$ cat src/rtl/strap_loader_pkg.sv
// constants for the strap-latched configuration loader
// assumes an analog front end delivers each strap as a level code
// How it works
// RULE1: straps are sampled at power-up into register bits; software may also write them
// RULE2: select 0 searches for a remote display-id table, else uses internal sram table
// RULE3: with select 0 a register write overrides the pin-chosen display-id behaviour
// RULE4: remote display-id address defaults to 0xa0 and software may replace it
// RULE5: select 1 uses the external local display-id source, no remote search
// RULE6: aux audio 0 carries link audio only; 1 adds the auxiliary channel
// RULE7: external control 0 means internal link control; 1 means two-wire external control
// RULE8: cable type 0 is twisted pair, 1 is coaxial
// RULE9: remote load 1 copies an available remote table into sram; 0 keeps sram
// RULE10: first strap decodes four levels to select and aux audio 00..11
// RULE11: second strap decodes eight levels to control, cable, load 000..111
// RULE12: display-id select lands in bridge control 0x4f bit 0
// RULE13: aux audio lands in bridge configuration 0x54 bit 1
// RULE14: external control lands in bridge configuration 0x54 bit 7
// RULE15: cable type lands in dual-link control 0x5b bit 7
// RULE16: remote load lands in bridge configuration 0x54 bit 5
// RULE17: software reads back and rewrites every strap bit, and the new value acts
// RULE18: straps are captured once after reset; later pin changes are ignored
package strap_loader_pkg;
  localparam logic [7:0] BRIDGE_CONTROL_OFS = 8'h4F;
  localparam logic [7:0] BRIDGE_CONFIGURATION_OFS = 8'h54;
  localparam logic [7:0] DUAL_LINK_CONTROL_ONE_OFS = 8'h5B;
  localparam logic [7:0] REMOTE_ID_ADDR_OFS = 8'h60;
  localparam logic [7:0] LOADER_STATUS_OFS = 8'h64;
  localparam int DISPLAY_ID_DISABLE_BIT = 0;
  localparam int AUDIO_MODE_HI_BIT = 1;
  localparam int REMOTE_COPY_BIT = 5;
  localparam int EXTERNAL_CONTROL_FLAG_BIT = 7;
  localparam int CABLE_MODE_BIT = 7;
  localparam logic [7:0] BRIDGE_CONTROL_RST = 8'h00;
  localparam logic [7:0] BRIDGE_CONFIGURATION_RST = 8'h00;
  localparam logic [7:0] DUAL_LINK_CONTROL_ONE_RST = 8'h00;
  localparam logic [7:0] REMOTE_ID_ADDR_RST = 8'hA0;
  localparam int SETTLE_CYCLES = 16;
  localparam logic [4:0] SETTLE_LAST = 5'h10;
endpackage

$ cat src/rtl/strap_mode_select_loader.sv
// strap mode-select loader with ahb-lite register slave
// assumes strap level codes come from an asynchronous comparator bank
//
// The AHB-Lite interface to the registers was left to the implementer.
`timescale 1ns/1ps
module strap_mode_select_loader (
  input wire logic core_clk_i,
  input wire logic rst_n_i,
  input wire logic [1:0] strap_config_input_first_i,
  input wire logic [2:0] strap_config_input_second_i,
  input wire logic hsel_i,
  input wire logic [31:0] haddr_i,
  input wire logic [1:0] htrans_i,
  input wire logic hwrite_i,
  input wire logic [2:0] hsize_i,
  input wire logic [31:0] hwdata_i,
  input wire logic hready_i,
  output logic [31:0] hrdata_o,
  output logic hreadyout_o,
  output logic hresp_o,
  input wire logic remote_table_found_i,
  output logic strap_done_o,
  output logic display_id_source_select_o,
  output logic remote_search_en_o,
  output logic remote_display_id_copy_o,
  output logic [7:0] remote_id_addr_o,
  output logic aux_audio_en_o,
  output logic external_controller_override_o,
  output logic cable_medium_select_o,
  output logic use_internal_sram_o
);
  // four flops per strap bit; only the second stage reads the first
  logic [4:0] strap_raw;
  logic [4:0] sync2_w;
  logic [4:0] sync3_w;
  logic [4:0] stable_w;
  assign strap_raw = {strap_config_input_second_i, strap_config_input_first_i};

  genvar b;
  generate
    for (b = 0; b < $bits(strap_raw); b++)
    begin : g_sync
      logic sync1_r;
      logic sync2_r;
      logic sync3_r;
      logic stable_r;
      logic agree;
      assign agree = (sync2_r == sync3_r);
      always_ff @(posedge core_clk_i)
      begin
        if (!rst_n_i)
        begin
          sync1_r <= 1'b0;
          sync2_r <= 1'b0;
          sync3_r <= 1'b0;
        end
        else
        begin
          sync1_r <= strap_raw[b];
          sync2_r <= sync1_r;
          sync3_r <= sync2_r;
        end
      end
      // a level counts only once the last two stages agree
      always_ff @(posedge core_clk_i)
      begin
        if (!rst_n_i)
          stable_r <= 1'b0;
        else if (agree)
          stable_r <= sync3_r;
      end
      assign sync2_w[b] = sync2_r;
      assign sync3_w[b] = sync3_r;
      assign stable_w[b] = stable_r;
    end
  endgenerate

  // loader sequence: settle, latch once, then hold until the next reset
  typedef enum logic [1:0] {
    loader_settle = 2'b00,
    loader_held = 2'b01
  } loader_state_t;
  loader_state_t state_r;
  loader_state_t state_nxt;
  logic [4:0] settle_r;
  logic [4:0] settle_nxt;
  logic straps_latched;
  logic strap_moving;
  logic settle_hit;
  logic capture;
  assign strap_moving = (sync2_w != sync3_w);
  assign settle_hit = (settle_r == strap_loader_pkg::SETTLE_LAST);
  assign straps_latched = (state_r == loader_held);
  assign capture = (state_r == loader_settle) && settle_hit; // RULE18

  // a moving divider restarts the wait so a half-settled level is not latched
  always_comb
  begin
    state_nxt = state_r;
    settle_nxt = settle_r;
    case (state_r)
      loader_settle:
      begin
        if (capture)
          state_nxt = loader_held; // RULE1
        else if (strap_moving)
          settle_nxt = 5'h0_0;
        else
          settle_nxt = settle_r + 5'h0_1;
      end
      loader_held:
        state_nxt = loader_held; // RULE18
      default:
        state_nxt = loader_settle;
    endcase
  end

  always_ff @(posedge core_clk_i)
  begin
    if (!rst_n_i)
      state_r <= loader_settle;
    else
      state_r <= state_nxt;
  end

  always_ff @(posedge core_clk_i)
  begin
    if (!rst_n_i)
      settle_r <= 5'h0_0;
    else
      settle_r <= settle_nxt;
  end

  // decoded strap fields: the level index is the binary setting
  logic st_sel, st_aux, st_ext, st_cable_medium_select, st_load;
  assign st_sel = stable_w[1]; // RULE10
  assign st_aux = stable_w[0]; // RULE10
  assign st_ext = stable_w[4]; // RULE11
  assign st_cable_medium_select = stable_w[3]; // RULE11
  assign st_load = stable_w[2]; // RULE11

  // ahb-lite address phase capture
  logic wr_pend_r, rd_pend_r;
  logic [7:0] addr_r;
  logic take;
  assign take = hsel_i && hready_i && htrans_i[1];
  always_ff @(posedge core_clk_i)
  begin
    if (!rst_n_i)
    begin
      wr_pend_r <= 1'b0;
      rd_pend_r <= 1'b0;
      addr_r <= 8'h0_0;
    end
    else if (hready_i)
    begin
      wr_pend_r <= take && hwrite_i;
      rd_pend_r <= take && !hwrite_i;
      // registers sit one per word: the byte address is four times the index
      addr_r <= haddr_i[9:2];
    end
  end
  assign hreadyout_o = 1'b1;
  assign hresp_o = 1'b0;

  logic wr_ctl, wr_cfg, wr_dual, wr_addr;
  assign wr_ctl = wr_pend_r && (addr_r == strap_loader_pkg::BRIDGE_CONTROL_OFS);
  assign wr_cfg = wr_pend_r && (addr_r == strap_loader_pkg::BRIDGE_CONFIGURATION_OFS);
  assign wr_dual = wr_pend_r && (addr_r == strap_loader_pkg::DUAL_LINK_CONTROL_ONE_OFS);
  assign wr_addr = wr_pend_r && (addr_r == strap_loader_pkg::REMOTE_ID_ADDR_OFS);

  logic [7:0] bridge_control_r, bridge_configuration_r, dual_link_control_one_r;
  logic [7:0] remote_addr_r;
  logic [7:0] ctl_nxt, cfg_nxt, dual_nxt;

  // strap capture merged into the register images; a same-cycle write wins later
  always_comb
  begin
    ctl_nxt = bridge_control_r;
    cfg_nxt = bridge_configuration_r;
    dual_nxt = dual_link_control_one_r;
    if (capture)
    begin
      ctl_nxt[strap_loader_pkg::DISPLAY_ID_DISABLE_BIT] = st_sel; // RULE1 RULE12
      cfg_nxt[strap_loader_pkg::AUDIO_MODE_HI_BIT] = st_aux; // RULE13
      cfg_nxt[strap_loader_pkg::EXTERNAL_CONTROL_FLAG_BIT] = st_ext; // RULE14
      cfg_nxt[strap_loader_pkg::REMOTE_COPY_BIT] = st_load; // RULE16
      dual_nxt[strap_loader_pkg::CABLE_MODE_BIT] = st_cable_medium_select; // RULE15
    end
    if (wr_ctl)
      ctl_nxt = hwdata_i[7:0]; // RULE3 RULE17
    if (wr_cfg)
      cfg_nxt = hwdata_i[7:0]; // RULE17
    if (wr_dual)
      dual_nxt = hwdata_i[7:0]; // RULE17
  end

  always_ff @(posedge core_clk_i)
  begin
    if (!rst_n_i)
      bridge_control_r <= strap_loader_pkg::BRIDGE_CONTROL_RST;
    else
      bridge_control_r <= ctl_nxt;
  end

  always_ff @(posedge core_clk_i)
  begin
    if (!rst_n_i)
      bridge_configuration_r <= strap_loader_pkg::BRIDGE_CONFIGURATION_RST;
    else
      bridge_configuration_r <= cfg_nxt;
  end

  always_ff @(posedge core_clk_i)
  begin
    if (!rst_n_i)
      dual_link_control_one_r <= strap_loader_pkg::DUAL_LINK_CONTROL_ONE_RST;
    else
      dual_link_control_one_r <= dual_nxt;
  end

  always_ff @(posedge core_clk_i)
  begin
    if (!rst_n_i)
      remote_addr_r <= strap_loader_pkg::REMOTE_ID_ADDR_RST; // RULE4
    else if (wr_addr)
      remote_addr_r <= hwdata_i[7:0]; // RULE4
  end

  // read mux; unmapped addresses read zero
  logic [7:0] rd_byte;
  assign rd_byte =
    (addr_r == strap_loader_pkg::BRIDGE_CONTROL_OFS) ? bridge_control_r :
    (addr_r == strap_loader_pkg::BRIDGE_CONFIGURATION_OFS) ? bridge_configuration_r :
    (addr_r == strap_loader_pkg::DUAL_LINK_CONTROL_ONE_OFS) ? dual_link_control_one_r :
    (addr_r == strap_loader_pkg::REMOTE_ID_ADDR_OFS) ? remote_addr_r :
    (addr_r == strap_loader_pkg::LOADER_STATUS_OFS) ? {7'h0_0, straps_latched} : 8'h0_0;
  assign hrdata_o = rd_pend_r ? {24'h00_0000, rd_byte} : 32'h0000_0000; // RULE17

  // functional outputs steered by the live register bits
  logic sel_bit;
  assign sel_bit = bridge_control_r[strap_loader_pkg::DISPLAY_ID_DISABLE_BIT];
  always_ff @(posedge core_clk_i)
  begin
    if (!rst_n_i)
      strap_done_o <= 1'b0;
    else
      strap_done_o <= straps_latched;
  end

  always_ff @(posedge core_clk_i)
  begin
    if (!rst_n_i)
      display_id_source_select_o <= 1'b0;
    else
      display_id_source_select_o <= sel_bit; // RULE5
  end

  // no remote search before the straps are known
  always_ff @(posedge core_clk_i)
  begin
    if (!rst_n_i)
      remote_search_en_o <= 1'b0;
    else
      remote_search_en_o <= straps_latched && !sel_bit; // RULE2 RULE5
  end

  always_ff @(posedge core_clk_i)
  begin
    if (!rst_n_i)
      remote_display_id_copy_o <= 1'b0;
    else
      remote_display_id_copy_o <= straps_latched && !sel_bit && remote_table_found_i &&
        bridge_configuration_r[strap_loader_pkg::REMOTE_COPY_BIT]; // RULE9
  end

  always_ff @(posedge core_clk_i)
  begin
    if (!rst_n_i)
      remote_id_addr_o <= strap_loader_pkg::REMOTE_ID_ADDR_RST;
    else
      remote_id_addr_o <= remote_addr_r; // RULE4
  end

  always_ff @(posedge core_clk_i)
  begin
    if (!rst_n_i)
      aux_audio_en_o <= 1'b0;
    else
      aux_audio_en_o <= bridge_configuration_r[strap_loader_pkg::AUDIO_MODE_HI_BIT]; // RULE6
  end

  always_ff @(posedge core_clk_i)
  begin
    if (!rst_n_i)
      external_controller_override_o <= 1'b0;
    else
      external_controller_override_o <=
        bridge_configuration_r[strap_loader_pkg::EXTERNAL_CONTROL_FLAG_BIT]; // RULE7
  end

  always_ff @(posedge core_clk_i)
  begin
    if (!rst_n_i)
      cable_medium_select_o <= 1'b0;
    else
      cable_medium_select_o <= dual_link_control_one_r[strap_loader_pkg::CABLE_MODE_BIT]; // RULE8
  end

  // with select 0, sram table used when remote absent, or copy disabled
  always_ff @(posedge core_clk_i)
  begin
    if (!rst_n_i)
      use_internal_sram_o <= 1'b0;
    else
      use_internal_sram_o <= !sel_bit && (!remote_table_found_i ||
        !bridge_configuration_r[strap_loader_pkg::REMOTE_COPY_BIT]); // RULE2 RULE9
  end
endmodule

$ cat config.mk
export PLATFORM = sky130hd
export DESIGN_NAME = strap_mode_select_loader
export DESIGN_NICKNAME = d
export VERILOG_FILES = /design/src/rtl/strap_loader_pkg.sv /design/src/rtl/strap_mode_select_loader.sv
export SDC_FILE = /design/constraint.sdc
export NUM_CORES = 1
export LEC_CHECK = 0
export BUFFER_PORTS_ARGS = -buffer_cell sky130_fd_sc_hd__buf_2
export CORE_MARGIN = 2
export CORE_UTILIZATION = 49
export CTS_CLUSTER_DIAMETER = 100
export CTS_CLUSTER_SIZE = 28
export DETAILED_ROUTE_END_ITERATION = 8
export HOLD_SLACK_MARGIN = 0.06
export PLACE_DENSITY = 0.91
export SLEW_MARGIN = 5
export SYNTH_ARGS = -nofsm -noshare
export SYNTH_HDL_FRONTEND = slang
export SYNTH_SLANG_ARGS = --single-unit
$ cat constraint.sdc
create_clock -name core_clk_i -period 2.1 [get_ports core_clk_i]
set_clock_uncertainty 0.1 [all_clocks]
set_input_delay 0.105 -clock core_clk_i [delete_from_list [all_inputs] [get_ports core_clk_i]]
set_output_delay 0.105 -clock core_clk_i [all_outputs]
set_load 0.1 [all_outputs]
==> reports/qor.tcl, run 1 <==
set qor(outcome) {finished, violations left}
set qor(failed_checks) {negative setup slack}
set qor(gp_routability_congestion) 0.905
set qor(placedCellCount) 507
set qor(synth.cell_area_mm2) 0.00352
set qor(grt_first_pass_wirelength_mm) 12.9
set qor(row_count) 30
set qor(top_ports) 130
set qor(grt_setup_unrepaired) {yes}
set qor(r2r-end) {bridge_control_r[0]$_SDFFE_PN0P_}
set qor(summed_area_of_non_filler_cells_in_the_final_layout_mm2) 0.00460
set qor(timing.setup.critical_path_class) {register to output pin}
set qor(fill_cells) 512
set qor(synth-warning-count) 0
set qor(number_of_cts_inserted_buffers) 9
set qor(cts.htree.levels) 3
set qor(io_buffers) 51
set qor(clock_latency_on_the_worst_skew_pair_ns) 0.36
set qor(synth_seq_cells) 84
set qor(synth.avg_cell_area_um2) 9.60
set qor(total_power_mw) 3.18
set qor(final_layout_size_suffix_gt1_frac) 0.250
set qor(power.static_leakage_nw) 2.06
set qor(whs_path_depth) 3
set qor(count_of_antenna_diodes_in_the_layout) 0
set qor(cts.path.max_buffers) 2
set qor(total_drc_errors_in_the_routed_layout) 0
set qor(synth_area_leader_cell) {sky130_fd_sc_hd__dfxtp_1}
set qor(layout_setup_ws_ns) -0.118
set qor(area_of_the_multi_input_gates_mm2) 0.00182
set qor(cp.required_ns) 1.89
set qor(synth_seq_area_share) 0.477
set qor(synth_common_cells) {sky130_fd_sc_hd__dfxtp_1, sky130_fd_sc_hd__nor2_1, sky130_fd_sc_hd__mux2i_1, sky130_fd_sc_hd__and2_1, sky130_fd_sc_hd__buf_4}
set qor(dr_total_vias) 2858
set qor(final_min_period_over_clock_period) 1.06
set qor(slew_worst_pin_ns) 0.582
set qor(ys.flop_type) {sky130_fd_sc_hd__dfxtp_1}
set qor(first_global_vias) 2737
set qor(report.final.slew_viol_count) 0
set qor(post-route-util) 0.669
set qor(numClockSinks) 84
set qor(grt_use_total) 0.218
set qor(number_of_violations_reported_at_the_end_of_detailed_routing_iteration_0) 152
set qor(tritoncts_clock_tree) {built}
set qor(number_of_search_and_repair_iterations_in_the_first_detailed_routing_pass) 5
set qor(grt_max_degree) 31
set qor(clock.fmax_mhz) 451
set qor(layout_min_cycle_time_ns) 2.22
set qor(timing.rr.start) {settle_r[0]$_SDFFE_PN0P_}
set qor(relSlewSlack) 0.609
set qor(netlist.area_leader.share) 0.477
set qor(drt_wl_total_mm) 8.03
set qor(netlist_top_cells_area) {sky130_fd_sc_hd__dfxtp_1, sky130_fd_sc_hd__mux2i_1, sky130_fd_sc_hd__buf_4, sky130_fd_sc_hd__and2_1, sky130_fd_sc_hd__nor2_1}
set qor(layout-area-overhead-vs-synth_pct) 30.4
set qor(maximum_net_fanout_on_the_critical_path) 8
set qor(globalRoute.totalOverflow) 0
set qor(die_area_mm2) 0.00789
set qor(antenna_left) 0
set qor(crit_path_end_kind) {output pin}
set qor(vdd_ir_drop_max_v) 0.000387
set qor(cts_root_buf) {sky130_fd_sc_hd__clkbuf_8}
set qor(finalSetupViolations) 8
set qor(seqCellArea_mm2) 0.00170
set qor(die_y_um) 88.8
set qor(initial_standard_cell_utilization_of_the_core) 0.513
set qor(power-per-cell-area_mw_per_mm2) 691
set qor(detail_route.wl_per_cell_um) 14.5
set qor(timing.critical_path.from_type) {register}
set qor(yosysUniqueCellTypes) 39
set qor(die_x_um) 88.8
set qor(timing.hold.worst.class) {input pin to register}
set qor(fin_hold_ws_ns) 0.0877
set qor(synthesis.instances) 367
set qor(place_hpwl_mm) 5.32
set qor(antenna_found_initial) 0
set qor(final_cell_count_no_fill) 552
set qor(core_region_area_mm2) 0.00687
set qor(setup.worst_path.start) {addr_r[0]$_SDFFE_PN0P_}
set qor(worst-r2r-cell-count) 7
set qor(final_nets) 533
set qor(final-hold-violation-count) 0
set qor(timing.critical_path.to) {hrdata_o[6]}
set qor(post_cts_clock_slew_at_the_launch_and_capture_registers_of_the_worst_setup_and_hold_paths_ns) 0.08
set qor(vias_per_cell) 5.18
set qor(maxCapViolCount) 0
set qor(edff_count_synth) 0
set qor(r2r_setup_slack_ns) 0.25
set qor(postSynth.asyncResetShare) 0
set qor(cp_data_arrival_time_ns) 2.01
set qor(placedInstanceArea_mm2) 0.00404
set qor(synth.most_common_cell) {sky130_fd_sc_hd__dfxtp_1}
==> logic make-up after synthesis <==
kind of cell / count (synthesis) / synth area share
simple gates: 132 / 0.208
flops: 84 / 0.477
compound gates: 52 / 0.0912
buf+inv: 46 / 0.0785
mux: 40 / 0.114
xor+xnor: 9 / 0.0224
fa+ha+maj: 2 / 0.00710
other cells: 2 / 0.00213
==> power breakdown <==
| group | switching (mW) | total (mW) | internal [mW] |
|---|---|---|---|
| Combinational | 0.306 | 0.411 | 0.105 |
| Clock | 0.572 | 1.12 | 0.544 |
| Sequential | 0.0317 | 1.65 | 1.62 |
==> metrics by stage <==
stage               setup WS [ns]  TNS [ns]
floorplan                  -0.299    -0.299
global placement            0.173         0
detailed placement          0.114         0
CTS                        -0.117    -0.828
global route               -0.202     -1.41
finish                     -0.118    -0.712
==> critical path: stages, from the launching register on <==
cell                      delay, ns
sky130_fd_sc_hd__dfxtp_4       0.39
sky130_fd_sc_hd__or4b_4        0.62
sky130_fd_sc_hd__o21ai_0       0.13
sky130_fd_sc_hd__a22o_1        0.23
sky130_fd_sc_hd__a31oi_4       0.10
sky130_fd_sc_hd__buf_12        0.18
==> metal layers <==
| layer | GRT usage | wire length, µm |
|---|---|---|
| met5 | 0 | 0 |
| met4 | 0.102 | 143 |
| met3 | 0.0569 | 551 |
| met2 | 0.368 | 4000 |
| met1 | 0.258 | 3330 |
==> area by class of cell <==
class | instances | area share
clock buffers | 9 | 0.0269
clock inverters | 7 | 0.0147
inverters | 4 | 0.00327
multi-input cells | 261 | 0.396
flip-flops and latches | 84 | 0.369
well taps | 96 | 0.0261
repair buffers | 91 | 0.164
==> timing repair <==
| item | 4_1_cts | 5_1_grt |
|---|---|---|
| hold buffers | 27 | 0 |
| endpoints found under the hold margin | 48 | 0 |
| setup endpoints to repair | 8 | 8 |
| pin swaps | 7 | 7 |
| setup buffers | 0 | 1 |
| gates resized for setup | 23 | 8 |
| gates cloned | 1 | 0 |
==> worst min-delay path by stage <==
stage / start / to / slack, ns
final: hready_i / addr_r[7]$_SDFFE_PN0P_ / 0.09
after floorplan: hwdata_i[5] / remote_addr_r[5]$_SDFFE_PN1P_ / 0.13
after global routing: hready_i / addr_r[2]$_SDFFE_PN0P_ / 0.1
after global placement: strap_config_input_second_i[2] / g_sync[4].sync1_r$_SDFF_PN0_ / 0.22
after detailed placement: strap_config_input_first_i[0] / g_sync[0].sync1_r$_SDFF_PN0_ / 0.22
after CTS: hready_i / addr_r[7]$_SDFFE_PN0P_ / 0.08
==> sequential cells by signal, indices dropped and copies added, names as in the netlist, 5 cells and up <==
| name | count |
|---|---|
| addr_r | 8 |
| bridge_configuration_r | 8 |
| bridge_control_r | 8 |
| dual_link_control_one_r | 8 |
| remote_addr_r | 8 |
| remote_id_addr_o | 8 |
| g_sync.stable_r | 5 |
| g_sync.sync1_r | 5 |
| g_sync.sync2_r | 5 |
| g_sync.sync3_r | 5 |
| settle_r | 5 |
==> cells in the final DEF (no fill, tap or decap), drive strengths merged, types with 2 or more instances in the layout <==
master and instances:
dfxtp 84, buf 64, nor2 42, mux2i 40, dlygate4sd3 27, conb 26
and2 26, o21ai 21, nand2 19, nand3 15, a21oi 10, clkbuf 9
a22o 7, a31oi 7, xor2 7, clkinv 7, nor3 6, a211oi 5
nand2b 4, inv 3, nor2b 3, nand4 3, nor3b 3, and4bb 2
nand4b 2, xnor2 2, ha 2, a32o 2
Power figures use the tool's default switching activity.
==> run 2, diff against run 1 <==
--- a/config.mk
+++ b/config.mk
@@ -6,7 +6,8 @@
 export NUM_CORES = 1
 export LEC_CHECK = 0
 export BUFFER_PORTS_ARGS = -buffer_cell sky130_fd_sc_hd__buf_2
-export CORE_MARGIN = 2
+export CORE_ASPECT_RATIO = 2
+export CORE_MARGIN = 1.5
 export CORE_UTILIZATION = 49
 export CTS_CLUSTER_DIAMETER = 100
 export CTS_CLUSTER_SIZE = 28
==> run 2 against run 1 <==
Effect of this change: the run still ends with negative setup slack left; largest cell class unchanged; combinational power increased by 3%; sequential share of layout area is 1.2 points lower; final cell count shrank 0.36%; critical endpoint is now hrdata_o[5].
==> reports/qor.tcl, run 2 (synthesis results as in run 1) <==
set qor(detail_route.wl_per_cell_um) 15.9 ;# +9.5%
set qor(timing.setup.critical_path_class) {register to output pin}
set qor(cts.path.max_buffers) 2 ;# unchanged
set qor(top_ports) 130 ;# unchanged
set qor(maximum_net_fanout_on_the_critical_path) 8 ;# unchanged
set qor(critical_path_cell_sequence) {or4b_4 > o21ai_0 > a22o_1 > a31oi_4 > buf_12}
set qor(crit_path_end_kind) {output pin}
set qor(grt_first_pass_wirelength_mm) 13.7 ;# +6.2%
set qor(final_layout_size_suffix_gt1_frac) 0.254 ;# +0.00435
set qor(worst-r2r-cell-count) 7 ;# unchanged
set qor(pwr-share-clk) 0.455 ;# +0.104
set qor(dr_total_vias) 2974 ;# +4.1%
set qor(cp_data_arrival_time_ns) 2.00 ;# about the same
set qor(tritoncts_clock_tree) {built}
set qor(total_drc_errors_in_the_routed_layout) 0 ;# unchanged
set qor(die_y_um) 123 ;# +38%
set qor(most_common_library_cell_in_the_layout_ignoring_fill_and_taps) {sky130_fd_sc_hd__dfxtp_1}
set qor(vias_per_cell) 5.41 ;# +4.4%
set qor(outcome) {finished, violations left}
set qor(report.final.slew_viol_count) 0 ;# unchanged
set qor(globalRoute.totalOverflow) 0 ;# unchanged
set qor(finalSetupTns_ns) -0.528 ;# +0.184 ns
set qor(fill_cells) 475 ;# -7.2%
set qor(cts_root_buf) {sky130_fd_sc_hd__clkbuf_16}
set qor(internal-power_mw) 2.87 ;# +26%
set qor(power-per-cell-area_mw_per_mm2) 801 ;# +16%
set qor(power.static_leakage_nw) 2.14 ;# +4.1%
set qor(io_buffers) 51 ;# unchanged
set qor(sw_frac_of_total) 0.247 ;# -0.0394
set qor(slowest_delay_ns) 0.62 ;# about the same
set qor(initial_standard_cell_utilization_of_the_core) 0.508 ;# -0.00527
set qor(core_region_area_mm2) 0.00694 ;# +1.0%
set qor(vdd_ir_drop_max_v) 0.000622 ;# +60%
set qor(grt_setup_unrepaired) {yes}
set qor(instance_count_on_the_critical_path) 5 ;# unchanged
set qor(count_of_antenna_diodes_in_the_layout) 0 ;# unchanged
set qor(grt_use_total) 0.234 ;# +0.0166
set qor(critical-path-slowest-cell) {sky130_fd_sc_hd__or4b_4}
set qor(summed_area_of_non_filler_cells_in_the_final_layout_mm2) 0.00475 ;# +3.4%
set qor(maxCapViolCount) 0 ;# unchanged
set qor(layout_min_cycle_time_ns) 2.20 ;# -0.0167 ns
set qor(layout-area-overhead-vs-synth_pct) 34.9
set qor(number_of_search_and_repair_iterations_in_the_first_detailed_routing_pass) 4 ;# -1
set qor(final_nets) 537 ;# +0.75%
set qor(clock.fmax_mhz) 454 ;# +0.76%
set qor(failed_checks) {negative setup slack}
set qor(drt_wl_total_mm) 8.76 ;# +9.1%
set qor(number_of_cts_inserted_buffers) 9 ;# unchanged
set qor(final-hold-violation-count) 0 ;# unchanged
set qor(grt_max_degree) 32 ;# +3.2%
set qor(row_count) 43 ;# +43%
set qor(family_with_the_most_delay_on_the_worst_path) {simple AND/OR/NAND/NOR gates}
set qor(cp.required_ns) 1.89 ;# about the same
set qor(slew_worst_pin_ns) 0.503 ;# -0.0796 ns
set qor(antenna_left) 0 ;# unchanged
set qor(layout_setup_ws_ns) -0.101 ;# +0.0167 ns
set qor(relSlewSlack) 0.665 ;# +0.0554
set qor(number_of_violations_reported_at_the_end_of_detailed_routing_iteration_0) 187 ;# +23%
set qor(die_area_mm2) 0.00774 ;# -1.8%
set qor(numClockSinks) 84 ;# unchanged
set qor(post_cts_clock_slew_at_the_launch_and_capture_registers_of_the_worst_setup_and_hold_paths_ns) 0.06 ;# -0.02 ns
set qor(place_hpwl_mm) 5.41 ;# +1.7%
set qor(share_comb_of_total_power) 0.111 ;# -0.018
set qor(final_min_period_over_clock_period) 1.05 ;# -0.00793
set qor(power_frac_seq) 0.434 ;# -0.085
set qor(finalSetupViolations) 8 ;# unchanged
set qor(power.switching_mw) 0.940 ;# +3.4%
set qor(final_cell_mix) {sky130_fd_sc_hd__dfxtp_1, sky130_fd_sc_hd__buf_2, sky130_fd_sc_hd__nor2_1}
set qor(timing.hold.worst.class) {input pin to register}
set qor(timing.critical_path.from_type) {register}
set qor(die_x_um) 63.0 ;# -29%
set qor(placedInstanceArea_mm2) 0.00404 ;# about the same
set qor(whs_path_depth) 2 ;# -1
set qor(first_global_vias) 2820 ;# +3.0%
set qor(cp.buffers_inverters) 1 ;# unchanged
set qor(clock_latency_on_the_worst_skew_pair_ns) 0.33 ;# -0.03 ns
set qor(gp_routability_congestion) 0.866 ;# -4.3%
set qor(antenna_found_initial) 0 ;# unchanged
set qor(cts.htree.levels) 3 ;# unchanged
## run 2: cell types whose count changed in the layout (fill, tap and decap cells not counted), sizes merged
cell,before,now
clkinvlp,0,1
clkinv,7,1
clkbuf,9,13
bufinv,1,2
buf,64,69
dlygate4sd3,27,26
## run 2: timing repair
| action | CTS | global route |
|---|---|---|
| pin swaps | 10 | 4 |
| setup endpoints to repair | 8 | 8 |
| gates resized for setup | 19 | 9 |
| hold buffers | 26 | 0 |
| buffers inserted | 4 | 4 |
| hold endpoints to repair | 49 | 0 |
## run 2: worst paths after layout
path	end	slack, ns	from
worst max register to register	bridge_configuration_r[1]$_SDFFE_PN0P_	0.26	settle_r[0]$_SDFFE_PN0P_
worst max-delay path	hrdata_o[5]	-0.10	addr_r[3]$_SDFFE_PN0P_
worst min-delay path	remote_addr_r[7]$_SDFFE_PN1P_	0.08	rst_n_i
worst min register to register	g_sync[2].sync2_r$_SDFF_PN0_	0.34	g_sync[2].sync1_r$_SDFF_PN0_
## run 2: final cells by class
class / instances / area [µm²] / share of cell area
Clock buffer: 13 / 270 / 0.0568
Clock inverter: 3 / 67.6 / 0.0142
Inverter: 4 / 15.0 / 0.00316
Multi-Input combinational cell: 261 / 1800 / 0.379
Sequential cell: 84 / 1700 / 0.357
Tap cell: 90 / 113 / 0.0237
Timing Repair Buffer: 95 / 787 / 0.166
## run 2: through the flow
stage	hold slack [ns]	power, mW	util	setup slack [ns]	cells
after global placement	0.210	2.04	0.582	0.185	500
final	0.0835	3.81	0.685	-0.101	550
after floorplan	0.130	2.01	-	-0.299	391
after global routing	0.0828	3.93	0.685	-0.142	550
after CTS	0.0650	3.80	0.679	-0.0806	546
after detailed placement	0.215	2.05	0.582	0.160	500
## run 2: layer usage
metal / routed length [µm] / track usage
met1: 3150 / 0.232
met2: 4600 / 0.424
met3: 495 / 0.0491
met4: 522 / 0.175
met5: 0 / 0
## run 2: worst reg2reg max path: stages (launching register included)
cell and delay, ns:
sky130_fd_sc_hd__dfxtp_1 0.38, sky130_fd_sc_hd__inv_1 0.07, sky130_fd_sc_hd__ha_1 0.20, sky130_fd_sc_hd__and4bb_2 0.26, sky130_fd_sc_hd__nor2b_1 0.14, sky130_fd_sc_hd__buf_4 0.18
sky130_fd_sc_hd__mux2i_1 0.13, sky130_fd_sc_hd__a211oi_1 0.28
## run 2: power by group through the flow
| stage | combinational [mW] | sequential (mW) | clock, mW |
|---|---|---|---|
| global route | 0.441 | 1.65 | 1.84 |
| floorplan | 0.331 | 1.68 | 0 |
| detailed placement | 0.365 | 1.68 | 0 |
| CTS | 0.409 | 1.65 | 1.75 |
| global placement | 0.358 | 1.68 | 0 |
| finish | 0.424 | 1.65 | 1.73 |
